## src/core/rx_status_pkg.sv

```systemverilog
// Shared offsets, field positions and sizes of the receive port status group.
package rx_status_pkg;
    // Number of receive ports, each with its own copy of the group.
    localparam int PORT_COUNT = 4;
    // Width of the port index held in the port select register.
    localparam int PORT_IDX_W = 2;
    // Register offsets on the internal register access port.
    localparam logic [7:0] PORT_SELECT_ADDR = 8'h4C;
    localparam logic [7:0] REMOTE_CSI_ERROR_FLAGS_ADDR = 8'h54;
    localparam logic [7:0] PARITY_ERROR_COUNT_HIGH_ADDR = 8'h55;
    localparam logic [7:0] PARITY_ERROR_COUNT_LOW_ADDR = 8'h56;
    localparam logic [7:0] SELF_TEST_ERROR_COUNT_ADDR = 8'h57;
    // Field positions of the remote CSI-2 flags.
    localparam int REMOTE_DOUBLE_ECC_BIT = 4;
    localparam int REMOTE_CHECKSUM_BIT = 3;
    localparam int REMOTE_START_OF_TRANSMISSION_BIT = 2;
    localparam int REMOTE_SYNC_BIT = 1;
    localparam int REMOTE_CONTROL_BIT = 0;
    localparam int REMOTE_FLAG_W = 5;
    // Field position of the port index inside the port select register.
    localparam int PORT_SELECT_LSB = 0;
    // Counter widths.
    localparam int PARITY_COUNT_W = 16;
    localparam int SELF_TEST_COUNT_W = 8;
    // Reset values.
    localparam logic [7:0] PORT_SELECT_RESET = 8'h00;
    localparam logic [REMOTE_FLAG_W-1:0] REMOTE_FLAGS_RESET = 5'h00;
    localparam logic [PARITY_COUNT_W-1:0] PARITY_COUNT_RESET = 16'h0000;
    localparam logic [SELF_TEST_COUNT_W-1:0] SELF_TEST_COUNT_RESET = 8'h00;
    // Saturation values of the counters.
    localparam logic [PARITY_COUNT_W-1:0] PARITY_COUNT_MAX = 16'hFFFF;
    localparam logic [SELF_TEST_COUNT_W-1:0] SELF_TEST_COUNT_MAX = 8'hFF;
endpackage : rx_status_pkg

```

## src/core/rx_port_status.sv

```systemverilog
// One receive port's copy of the remote flags, parity count and self-test count.
`timescale 1ns/1ps
`default_nettype none
module rx_port_status
    import rx_status_pkg::*;
(
    input wire logic clock,
    input wire logic resetn,
    input wire logic status_load,
    input wire logic [REMOTE_FLAG_W-1:0] status_in,
    input wire logic parity_error,
    input wire logic lock_new,
    input wire logic count_clear,
    input wire logic self_test_error,
    input wire logic self_test_clear,
    output logic [REMOTE_FLAG_W-1:0] flags_reg,
    output logic [PARITY_COUNT_W-1:0] parity_count_reg,
    output logic [SELF_TEST_COUNT_W-1:0] self_test_count_reg
);

    // Flags follow the forward channel only; the host has no write path here.
    always_ff @(posedge clock or negedge resetn) begin
        if (!resetn) begin
            flags_reg <= REMOTE_FLAGS_RESET;
        end else if (status_load) begin
            flags_reg <= status_in;
        end
    end

    // Parity counter. A clear and an error in one cycle leave a count of one,
    // so that no error is lost to the clear. Saturates instead of wrapping.
    always_ff @(posedge clock or negedge resetn) begin
        if (!resetn) begin
            parity_count_reg <= PARITY_COUNT_RESET;
        end else if (lock_new || count_clear) begin
            // Both bytes restart together on new lock or low byte read.
            parity_count_reg <= parity_error ? 16'h0001 : PARITY_COUNT_RESET;
        end else if (parity_error && parity_count_reg != PARITY_COUNT_MAX) begin
            parity_count_reg <= parity_count_reg + 16'h0001;
        end
    end

    // Self-test error counter, restarted when a new self-test begins.
    always_ff @(posedge clock or negedge resetn) begin
        if (!resetn) begin
            self_test_count_reg <= SELF_TEST_COUNT_RESET;
        end else if (self_test_clear) begin
            self_test_count_reg <= self_test_error ? 8'h01 : SELF_TEST_COUNT_RESET;
        end else if (self_test_error && self_test_count_reg != SELF_TEST_COUNT_MAX) begin
            self_test_count_reg <= self_test_count_reg + 8'h01;
        end
    end

    // Flags take the loaded value one cycle after the load.
    flags_load_a: assert property (@(posedge clock) disable iff (!resetn)
        status_load |=> flags_reg == $past(status_in))
        else $error("flags did not take forward channel status");

    // A full counter stays full while errors keep coming.
    count_saturate_a: assert property (@(posedge clock) disable iff (!resetn)
        (parity_count_reg == PARITY_COUNT_MAX && parity_error && !lock_new && !count_clear)
        |=> parity_count_reg == PARITY_COUNT_MAX)
        else $error("parity counter wrapped");

    // Each lone error adds exactly one below saturation.
    count_step_a: assert property (@(posedge clock) disable iff (!resetn)
        (parity_error && !lock_new && !count_clear && parity_count_reg != PARITY_COUNT_MAX)
        |=> parity_count_reg == $past(parity_count_reg) + 16'h0001)
        else $error("parity counter missed an error");

    // New lock restarts the count.
    lock_restart_a: assert property (@(posedge clock) disable iff (!resetn)
        (lock_new && !parity_error) |=> parity_count_reg == PARITY_COUNT_RESET)
        else $error("parity counter not cleared on lock");

    // A lost-to-clear error would show as zero here.
    clear_keeps_a: assert property (@(posedge clock) disable iff (!resetn)
        (count_clear && parity_error) |=> parity_count_reg == 16'h0001)
        else $error("error lost in clear cycle");

    // Counter reaching saturation is a scenario worth seeing.
    count_full_c: cover property (@(posedge clock) disable iff (!resetn)
        parity_count_reg == PARITY_COUNT_MAX);

endmodule : rx_port_status
`default_nettype wire

```

## src/core/rx_link_status_regs.sv

```systemverilog
// Per-port status and error count registers behind the internal register port.
`timescale 1ns/1ps
`default_nettype none
module rx_link_status_regs
    import rx_status_pkg::*;
(
    // Core clock and asynchronous active-low reset.
    input wire logic clock,
    input wire logic resetn,
    // Internal register access port driven by the control interface.
    input wire logic reg_write,
    input wire logic reg_read,
    input wire logic [7:0] reg_addr,
    input wire logic [7:0] reg_wdata,
    output logic [7:0] reg_rdata,
    output logic reg_rvalid,
    // Forward channel status load, one strobe per port.
    input wire logic [PORT_COUNT-1:0] status_load,
    input wire logic [PORT_COUNT*REMOTE_FLAG_W-1:0] status_in,
    // Link receiver events, one pulse per port.
    input wire logic [PORT_COUNT-1:0] parity_error,
    input wire logic [PORT_COUNT-1:0] lock_new,
    // Self-test events, one pulse per port.
    input wire logic [PORT_COUNT-1:0] self_test_error,
    input wire logic [PORT_COUNT-1:0] self_test_clear,
    // Currently selected port, for the rest of the port-specific map.
    output logic [PORT_IDX_W-1:0] port_select
);

    // Port select register contents.
    logic [7:0] port_select_reg;
    // Per-port register copies gathered for the read mux.
    logic [REMOTE_FLAG_W-1:0] flags_all [PORT_COUNT];
    logic [PARITY_COUNT_W-1:0] parity_all [PORT_COUNT];
    logic [SELF_TEST_COUNT_W-1:0] self_test_all [PORT_COUNT];
    // Clear strobes for the parity counters, one per port.
    logic [PORT_COUNT-1:0] count_clear;
    // Read data before it is registered.
    logic [7:0] rdata_next;
    // Port index decoded from the select register.
    logic [PORT_IDX_W-1:0] sel;

    // The index field is the low bits of the select register.
    assign sel = port_select_reg[PORT_SELECT_LSB +: PORT_IDX_W];
    assign port_select = sel;

    // Port select register; writes are the only way the host moves between
    // copies, so every other register here is effectively keyed by it.
    always_ff @(posedge clock or negedge resetn) begin
        if (!resetn) begin
            port_select_reg <= PORT_SELECT_RESET;
        end else if (reg_write && reg_addr == PORT_SELECT_ADDR) begin
            port_select_reg <= reg_wdata;
        end
    end

    // A low byte read clears only the selected port's counter. The read data
    // is captured on the same edge, so the host still sees the old value.
    always_comb begin
        count_clear = '0;
        if (reg_read && reg_addr == PARITY_ERROR_COUNT_LOW_ADDR) begin
            count_clear[sel] = 1'b1;
        end
    end

    // One status copy per receive port.
    for (genvar p = 0; p < PORT_COUNT; p++) begin : g_port
        rx_port_status u_port (
            .clock(clock),
            .resetn(resetn),
            .status_load(status_load[p]),
            .status_in(status_in[p*REMOTE_FLAG_W +: REMOTE_FLAG_W]),
            .parity_error(parity_error[p]),
            .lock_new(lock_new[p]),
            .count_clear(count_clear[p]),
            .self_test_error(self_test_error[p]),
            .self_test_clear(self_test_clear[p]),
            .flags_reg(flags_all[p]),
            .parity_count_reg(parity_all[p]),
            .self_test_count_reg(self_test_all[p])
        );
    end

    // Read mux. Unmapped offsets read as zero; writes to the read-only
    // registers fall through here with no effect at all.
    always_comb begin
        rdata_next = 8'h00;
        case (reg_addr)
            PORT_SELECT_ADDR: begin
                rdata_next = port_select_reg;
            end
            REMOTE_CSI_ERROR_FLAGS_ADDR: begin
                // Reserved upper bits stay zero.
                rdata_next = {3'h0, flags_all[sel]};
            end
            PARITY_ERROR_COUNT_HIGH_ADDR: begin
                rdata_next = parity_all[sel][15:8];
            end
            PARITY_ERROR_COUNT_LOW_ADDR: begin
                rdata_next = parity_all[sel][7:0];
            end
            SELF_TEST_ERROR_COUNT_ADDR: begin
                rdata_next = self_test_all[sel];
            end
            default: begin
                rdata_next = 8'h00;
            end
        endcase
    end

    // Read data is held until the next read replaces it.
    always_ff @(posedge clock or negedge resetn) begin
        if (!resetn) begin
            reg_rdata <= 8'h00;
        end else if (reg_read) begin
            reg_rdata <= rdata_next;
        end
    end

    // Read valid is a one-cycle pulse the cycle after the request.
    always_ff @(posedge clock or negedge resetn) begin
        if (!resetn) begin
            reg_rvalid <= 1'b0;
        end else begin
            reg_rvalid <= reg_read;
        end
    end

    // Flags read returns the selected port's copy with reserved bits zero.
    flags_read_a: assert property (@(posedge clock) disable iff (!resetn)
        (reg_read && reg_addr == REMOTE_CSI_ERROR_FLAGS_ADDR)
        |=> reg_rvalid && reg_rdata[7:5] == 3'h0
            && reg_rdata[4:0] == $past(flags_all[sel]))
        else $error("flags read returned wrong data");

    // High byte read returns the upper half of the selected count.
    high_byte_a: assert property (@(posedge clock) disable iff (!resetn)
        (reg_read && reg_addr == PARITY_ERROR_COUNT_HIGH_ADDR)
        |=> reg_rdata == $past(parity_all[sel][15:8]))
        else $error("high byte read wrong");

    // Low byte read returns the old value and leaves a zero count behind.
    low_read_clear_a: assert property (@(posedge clock) disable iff (!resetn)
        (reg_read && reg_addr == PARITY_ERROR_COUNT_LOW_ADDR && !parity_error[sel])
        |=> reg_rdata == $past(parity_all[sel][7:0])
            && parity_all[$past(sel)] == PARITY_COUNT_RESET)
        else $error("low byte read did not return then clear");

    // A high byte read on its own does not touch the count.
    high_no_clear_a: assert property (@(posedge clock) disable iff (!resetn)
        (reg_read && reg_addr == PARITY_ERROR_COUNT_HIGH_ADDR
            && !parity_error[sel] && !lock_new[sel])
        |=> parity_all[$past(sel)] == $past(parity_all[sel]))
        else $error("high byte read cleared the count");

    // A low byte read on one port leaves the count of the neighbouring port (index sel ^ 1) alone.
    other_port_a: assert property (@(posedge clock) disable iff (!resetn)
        (reg_read && reg_addr == PARITY_ERROR_COUNT_LOW_ADDR
            && !parity_error[sel ^ 2'h1] && !lock_new[sel ^ 2'h1])
        |=> parity_all[$past(sel) ^ 2'h1] == $past(parity_all[sel ^ 2'h1]))
        else $error("low byte read cleared another port");

    // Host writes to the flags offset never change the flags.
    flags_no_write_a: assert property (@(posedge clock) disable iff (!resetn)
        (reg_write && reg_addr == REMOTE_CSI_ERROR_FLAGS_ADDR && !status_load[sel])
        |=> flags_all[$past(sel)] == $past(flags_all[sel]))
        else $error("host write changed remote flags");

    // Self-test count read returns the selected port's count.
    self_test_read_a: assert property (@(posedge clock) disable iff (!resetn)
        (reg_read && reg_addr == SELF_TEST_ERROR_COUNT_ADDR)
        |=> reg_rdata == $past(self_test_all[sel]))
        else $error("self-test count read wrong");

    // Valid stays low in the cycle after any cycle without a read request.
    rvalid_pulse_a: assert property (@(posedge clock) disable iff (!resetn)
        (!reg_read) |=> !reg_rvalid)
        else $error("read valid without request");

    // Main scenarios: a nonzero count read and cleared, a port switch, flags seen.
    low_read_c: cover property (@(posedge clock) disable iff (!resetn)
        reg_read && reg_addr == PARITY_ERROR_COUNT_LOW_ADDR && parity_all[sel] != 16'h0000);
    port_switch_c: cover property (@(posedge clock) disable iff (!resetn)
        reg_write && reg_addr == PORT_SELECT_ADDR && reg_wdata[1:0] != sel);
    flags_seen_c: cover property (@(posedge clock) disable iff (!resetn)
        reg_read && reg_addr == REMOTE_CSI_ERROR_FLAGS_ADDR && flags_all[sel] != 5'h00);

endmodule : rx_link_status_regs
`default_nettype wire

```

## config.mk

```make
export PLATFORM = sky130hd
export DESIGN_NAME = rx_link_status_regs
export DESIGN_NICKNAME = d
export VERILOG_FILES = /design/src/core/rx_status_pkg.sv /design/src/core/rx_port_status.sv /design/src/core/rx_link_status_regs.sv
export SDC_FILE = /design/constraint.sdc
export NUM_CORES = 1
export LEC_CHECK = 0
export ABC_AREA = 1
export BUFFER_PORTS_ARGS = -buffer_cell sky130_fd_sc_hd__buf_4
export CORE_ASPECT_RATIO = 0.75
export CORE_MARGIN = 2
export CORE_UTILIZATION = 60
export CTS_BUF_LIST = sky130_fd_sc_hd__clkbuf_4 sky130_fd_sc_hd__clkbuf_8
export CTS_CLUSTER_DIAMETER = 30
export DETAILED_ROUTE_END_ITERATION = 8
export PLACE_DENSITY = 0.8
export SLEW_MARGIN = 40
export SYNTH_ARGS = -nofsm -noshare
export SYNTH_HDL_FRONTEND = slang
export SYNTH_SLANG_ARGS = --single-unit
```

## constraint.sdc

```tcl
create_clock -name clock -period 2 [get_ports clock]
set_input_delay 0.3 -clock clock [delete_from_list [all_inputs] [get_ports clock]]
set_output_delay 0.3 -clock clock [all_outputs]
set_load 0.02 [all_outputs]
```

==> reports/metrics.yaml, run 1 <==
outcome: "completed"
pre_cts_ws_ns: 0.265
combPwrFrac_pct: 13.0
die-area_um2: 15400
cp_cell_sequence: "ha_1 -> nand3_1 -> inv_2 -> nand2_2 -> nor2_2 -> nor2_1 -> buf_4 -> nand3_1 -> nand2_1 -> a21oi_1"
antenna_left: 0
p_switching_mw: 1.64
ir_drop_v: 0.000401
clock_latency_ns: 0.46
pin_count: 71
overflow: 0
cts_root_buf: "clkbuf_8"
synth_top_family_by_area: "simple AND/OR/NAND/NOR gates"
cts_sinks: 133
diodes: 0
nNetsFinal: 1427
dp_hpwl_um: 17500
fp-row-count: 37
slew_headroom_pct: 58.7
drtPass1Iterations: 5
final.setup.worst_slack_ns: 0.224
start_kind: "flop"
intPower_mw: 4.30
setup_viol: 0
cts.path.max_buffers: 2
routed_wl_um: 23100
post-cts-setup-buffer-count: 0
sequentialPowerShare_pct: 48.4
hold_viol_final: 0
use_met1_pct: 49.4
synth.net_count: 1339
cts-resized-gates: 0
fin_util_pct: 70.8
dr.first_iter.drc_count: 980
place.gp.congestion: 0.921
drt_drc_violations_left: 0
p_per_area_nw_per_um2: 604
synth-seq-cells: 133
finalCritPeriodShare_pct: 88.8
wire_per_inst_um: 15.0
r2r_cells: 10
yosysWarnings: 0
htree_levels: 4
coreArea_um2: 13900
cp_data_arrival_time_ns: 2.12
syn_to_final_growth_pct: 13.6
vias: 8593
use_met3_pct: 6.95
grt_usage_pct: 32.2
met2_usage_pct: 46.2
worstReg2RegEnd: "g_port[2].u_port.parity_count_reg[6]"
r2r_start: "g_port[2].u_port.parity_count_reg[0]"
tritoncts: "yes"
worst_slew_pin_slew_ns: 0.614
drive_above_1_share_pct: 14.4
hold_class: "input pin to flop"
required_ns: 2.35
fin_tns_setup_ns: 0
grt_pass1_wl_um: 38900
portBuffers: 70
initial_core_util_pct: 62.3
largest_register_ffs: 64
drv_slew: 0
cp_slowest_cell: "dfrtp_1"
cap_violations: 0
rrSetupSlack_ns: 0.22
synth-compound-area-share_pct: 5.50
synth-edff-count: 0
num-fill-cells: 1162
grt_pass1_vias: 7826
fin_skew_ns: 0.0123
p_total_mw: 5.94
swShare_pct: 27.6
worstSetupPathType: "flop to flop"
grt_setup_unrepaired: "no"
clock.fmax_ghz: 0.563
ys.flop_type: "dfrtp_1"
postSynthCellCount: 1271
cp-endpoint: "g_port[2].u_port.parity_count_reg[6]"
endpoint_kind: "flop"
p_clk_share_pct: 38.6
synth-async-reset-ratio_pct: 100
synthSimpleGateAreaFrac_pct: 42.0
yosys.area_share.adder_pct: 1.16
p_leak_nw: 4.84
synthMuxAreaShare_pct: 2.47
syn-cell-area_um2: 8650
final_area_um2: 9830
crit_path_start: "g_port[2].u_port.parity_count_reg[0]"
antenna_found_initial: 0
worst_path_largest_cell_delay_ns: 0.39
path_max_fanout: 20
min_period_ns: 1.78
grt_max_degree: 41
synth_xor_area_share_pct: 2.73
top_usage_layer: "met1"
die-height_um: 108
ys_seq_area_share_pct: 38.5
synth_cell_types: 41
syn_area_per_cell_um2: 6.81
placed_area_um2: 9430
viasPerCell: 5.56
path_clk_slew_ns: 0.08
numCtsBuffers: 17
critPathMostFrequentCell: "nand3_1"
die_w_um: 143
[worst min path at each step]
stage,slack (ns),cells after the start,to,start
after detailed placement,0.23,1,g_port[3].u_port.self_test_count_reg[0],resetn
after global routing,0.06,3,g_port[1].u_port.flags_reg[0],status_in[5]
after floorplan,0.004,0,g_port[0].u_port.flags_reg[0],resetn
final,0.06,3,g_port[1].u_port.flags_reg[0],status_in[5]
after CTS,0.05,3,g_port[1].u_port.flags_reg[0],status_in[5]
after global placement,0.23,1,g_port[3].u_port.self_test_count_reg[0],resetn
[worst max-delay path: cells and delay by family (launching register included)]
family	cells	cell delay, ns
compound gates	1	0.05
fa+ha+maj	1	0.25
flops	1	0.39
simple gates	6	0.63
buf+inv	2	0.33
[layer usage]
metal	vias to the layer above	wire (um)	share of wire [%]
li1	4169	-	-
met2	438	9510	41
met5	-	0	0
met3	35	2540	11
met4	0	339	1.5
met1	3951	10800	46
[logic make-up (layout without fill, tap and decap cells)]
| logic type | count (synthesis) | count (layout) |
|---|---|---|
| AO/OA/AOI/OAI | 84 | 84 |
| flip-flops | 133 | 133 |
| buffers and inverters | 152 | 252 |
| XOR/XNOR | 27 | 27 |
| multiplexers | 19 | 19 |
| adder cells (fa/ha/maj) | 8 | 8 |
| AND/OR/NAND/NOR | 848 | 848 |
[through the flow]
stage | instances | hold slack, ns
floorplan | 1271 | 0.00441
global placement | 1514 | 0.233
detailed placement | 1514 | 0.230
CTS | 1546 | 0.0453
global route | 1546 | 0.0638
finish | 1546 | 0.0593
[power by group through the flow]
stage          Clock (mW)  Combinational, mW  Sequential, mW
4_1_cts              2.31              0.765            2.87
3_3_place_gp            0              0.741            2.92
5_1_grt              2.42              0.862            2.89
6_report             2.29              0.772            2.87
3_5_place_dp            0              0.756            2.92
2_1_floorplan           0              0.439            2.89
[cell type report]
cell class / instances / area (um^2) / share of cell area (%)
multi-input cells: 986 / 4660 / 47.4
repair buffers: 98 / 767 / 7.80
flip-flops and latches: 133 / 3330 / 33.9
well taps: 175 / 219 / 2.23
inverters: 123 / 467 / 4.75
clock buffers: 22 / 290 / 2.95
clock inverters: 9 / 103 / 1.04
[layout by cell type, fill, tap and decap left out, types with 2 or more instances in the layout]
cell type	count
clkinv_2	4
nand2_4	2
o21bai_1	5
nand3_1	109
nor2_2	12
inv_2	10
ha_1	8
inv_1	111
o21ai_0	40
nand3b_1	10
buf_4	94
or2_2	2
xor2_1	23
o21ai_1	3
nor2_8	2
o21ai_2	2
and2_1	3
nor2_4	4
mux2_2	19
buf_12	2
dfrtp_1	133
clkinvlp_4	3
nand2_2	8
bufinv_16	2
a21oi_1	27
a22oi_1	2
clkbuf_8	20
clkbuf_4	2
nand3_4	3
xnor2_1	4
nor3_1	9
nand4_1	22
nor2_1	209
o31ai_1	2
nand2_1	449
[synthesized netlist by cell type, drive strengths merged (3+ instances only)]
cell / count / area (um^2)
a21oi: 28 / 151
and2: 3 / 18.8
buf: 26 / 188
clkbuf: 3 / 11.3
dfrtp: 133 / 3330
ha: 8 / 100
inv: 122 / 463
mux2: 19 / 214
nand2: 460 / 1780
nand3: 113 / 608
nand3b: 10 / 75.1
nand4: 22 / 138
nor2: 227 / 945
nor3: 9 / 45.0
o21ai: 46 / 249
o21bai: 5 / 37.5
xnor2: 4 / 35.0
xor2: 23 / 201
[what timing repair did]
item / CTS / global route
endpoints found under the hold margin: 37 / 0
endpoints found under the setup margin: 0 / 0
hold buffers: 1 / 0
Note: power is estimated with default switching activity, not from simulation.
==> inputs of run 2 (changes only) <==
--- a/config.mk
+++ b/config.mk
@@ -7,7 +7,7 @@
 export LEC_CHECK = 0
 export ABC_AREA = 1
 export BUFFER_PORTS_ARGS = -buffer_cell sky130_fd_sc_hd__buf_4
-export CORE_ASPECT_RATIO = 0.75
+export CORE_ASPECT_RATIO = 1.4
 export CORE_MARGIN = 2
 export CORE_UTILIZATION = 60
 export CTS_BUF_LIST = sky130_fd_sc_hd__clkbuf_4 sky130_fd_sc_hd__clkbuf_8
==> run 2 against run 1 <==
Compared with the run above:
- clock skew down 0.0011 ns
- non-clock buffer count up 3
- combinational power down 2.7%
- critical path depth unchanged
- core utilization up 0.43 points
- critical endpoint is now g_port[2].u_port.parity_count_reg[3]
==> reports/metrics.yaml, run 2 (same netlist as run 1, synthesis figures left out) <==
outcome: "completed"  # unchanged
p_per_area_nw_per_um2: 636  # was 604 nW/um^2
worst_path_largest_cell_delay_ns: 0.49  # was 0.39 ns
p_total_mw: 6.33  # was 5.94 mW
largest_register_ffs: 64  # unchanged
critPathBufInv: 2  # unchanged
diodes: 0  # unchanged
final.setup.worst_slack_ns: 0.147  # was 0.224 ns
grt_max_degree: 45  # was 41
die-area_um2: 15400  # about the same
fin_tns_setup_ns: 0  # unchanged
pre_cts_ws_ns: 0.0958  # was 0.265 ns
p_leak_nw: 4.89  # was 4.84 nW
cts.path.max_buffers: 2  # unchanged
combPwrFrac_pct: 11.9  # was 13.0%
place.gp.congestion: 1.03  # was 0.921
routed_wl_um: 24200  # was 23100 um
wire_per_inst_um: 15.5  # was 15.0 um
min_period_ns: 1.85  # was 1.78 ns
cap_violations: 0  # unchanged
layout_commonest_cell: "nand2_1"  # unchanged
vias: 8569  # was 8593
required_ns: 2.35  # about the same
clock.fmax_ghz: 0.540  # was 0.563 GHz
hold_class: "input pin to flop"  # unchanged
dr.first_iter.drc_count: 626  # was 980
tritoncts: "yes"  # unchanged
coreArea_um2: 14000  # was 13900 um^2
initial_core_util_pct: 61.9  # was 62.3%
slew_headroom_pct: 66.6  # was 58.7%
finalCritPeriodShare_pct: 92.6  # was 88.8%
cts_root_buf: "clkbuf_8"  # unchanged
numCtsBuffers: 17  # unchanged
met2_usage_pct: 56.9  # was 46.2%
pin_count: 71  # unchanged
portBuffers: 70  # unchanged
overflow: 0  # unchanged
dp.cells: 1527  # was 1514
p_clk_share_pct: 42.5  # was 38.6%
drive_above_1_share_pct: 14.7  # was 14.4%
final_area_um2: 9950  # was 9830 um^2
antenna_found_initial: 0  # unchanged
intPower_mw: 4.68  # was 4.30 mW
nNetsFinal: 1430  # was 1427
grt_setup_unrepaired: "no"  # unchanged
ir_drop_v: 0.000510  # was 0.000401 V
hold_viol_final: 0  # unchanged
endpoint_kind: "flop"  # unchanged
setup_viol: 0  # unchanged
clock_latency_ns: 0.46  # about the same
final_cells: 1560  # was 1546
fin_skew_ns: 0.0112  # was 0.0123 ns
use_met3_pct: 5.89  # was 6.95%
placed_area_um2: 9450  # was 9430 um^2
crit_family: "simple AND/OR/NAND/NOR gates"  # unchanged
swShare_pct: 26.1  # was 27.6%
start_kind: "flop"  # unchanged
path_clk_slew_ns: 0.08  # about the same
drv_slew: 0  # unchanged
mostFrequentLayoutCells: "449 x nand2_1, 208 x nor2_1, 133 x dfrtp_1"  # was 449 x nand2_1, 209 x nor2_1, 133 x dfrtp_1
worst_slew_pin_slew_ns: 0.497  # was 0.614 ns
top_usage_layer: "met2"  # was met1
syn_to_final_growth_pct: 15.0  # was 13.6%
cp_data_arrival_time_ns: 2.21  # was 2.12 ns
cp_slowest_cell: "dfrtp_1"  # unchanged
sequentialPowerShare_pct: 45.6  # was 48.4%
htree_levels: 4  # unchanged
drtPass1Iterations: 5  # unchanged
grt_pass1_wl_um: 40000  # was 38900 um
grt_pass1_vias: 8331  # was 7826
p_switching_mw: 1.66  # was 1.64 mW
die-height_um: 146  # was 108 um
use_met1_pct: 39.3  # was 49.4%
num-fill-cells: 1216  # was 1162
cp_cell_sequence: "ha_1 -> nand3_1 -> inv_2 -> nand2_2 -> nor2_2 -> nor2_2 -> buf_6 -> nand3_1 -> nand2_1 -> a21oi_1"  # was ha_1 -> nand3_1 -> inv_2 -> nand2_2 -> nor2_2 -> nor2_1 -> buf_4 -> nand3_1 -> nand2_1 -> a21oi_1
grt_usage_pct: 32.6  # was 32.2%
antenna_left: 0  # unchanged
worstSetupPathType: "flop to flop"  # unchanged
dp_hpwl_um: 18400  # was 17500 um
viasPerCell: 5.49  # was 5.56
path_max_fanout: 20  # unchanged
post-cts-setup-buffer-count: 0  # unchanged
die_w_um: 105  # was 143 um
drt_drc_violations_left: 0  # unchanged
cts_sinks: 133  # unchanged
fp-row-count: 51  # was 37
[run 2: cell type report]
cell class,instances,area [um^2],area share (%)
Tap cell,185,231,2.33
Timing Repair Buffer,101,781,7.84
Multi-Input combinational cell,986,4670,46.9
Inverter,123,467,4.69
Clock inverter,11,198,1.99
Sequential cell,133,3330,33.4
Clock buffer,21,283,2.84
[run 2: worst min-delay path, cell delays in order]
cell and delay (ns):
buf_4 0.09, nand2_1 0.04, nand3_1 0.07
[run 2: worst paths after layout]
kind                                                 startpoint                                 endpoint  slack, ns  depth (start not counted)
max                        g_port[2].u_port.parity_count_reg[0]     g_port[2].u_port.parity_count_reg[3]       0.15                         10
min                                          self_test_error[2]  g_port[2].u_port.self_test_count_reg[0]       0.07                          3
max reg2reg                g_port[2].u_port.parity_count_reg[0]     g_port[2].u_port.parity_count_reg[3]       0.15                         10
min reg2reg                                  port_select_reg[3]                       port_select_reg[3]       0.48                          2
max in group asynchronous                                resetn            g_port[3].u_port.flags_reg[0]       1.02                          3
min in group asynchronous                                resetn  g_port[1].u_port.self_test_count_reg[2]       0.33                          2
[run 2: timing repair]
action / CTS / global route
endpoints found under the setup margin: 0 / 12
hold buffers: 1 / 0
resized for setup: 0 / 3
hold endpoints to repair: 39 / 0
[run 2: metrics by stage]
step | hold WS (ns) | utilization (%)
detailed placement | 0.259 | 67.6
global placement | 0.257 | 67.6
global route | 0.0495 | 71.2
floorplan | 0.00441 | -
finish | 0.0667 | 71.2
CTS | 0.0564 | 71.1
[run 2: power by group through the flow]
stage / clock network (mW) / registers (mW) / logic (mW)
2_1_floorplan: 0 / 2.89 / 0.439
3_3_place_gp: 0 / 2.93 / 0.721
3_5_place_dp: 0 / 2.94 / 0.736
4_1_cts: 2.72 / 2.89 / 0.744
5_1_grt: 2.84 / 2.90 / 0.840
6_report: 2.69 / 2.89 / 0.751
[run 2: per-layer routing]
layer,up-vias,share of wire [%]
met5,-,0
met4,0,3.6
met3,59,6.5
met2,319,51
met1,3994,38
li1,4197,-
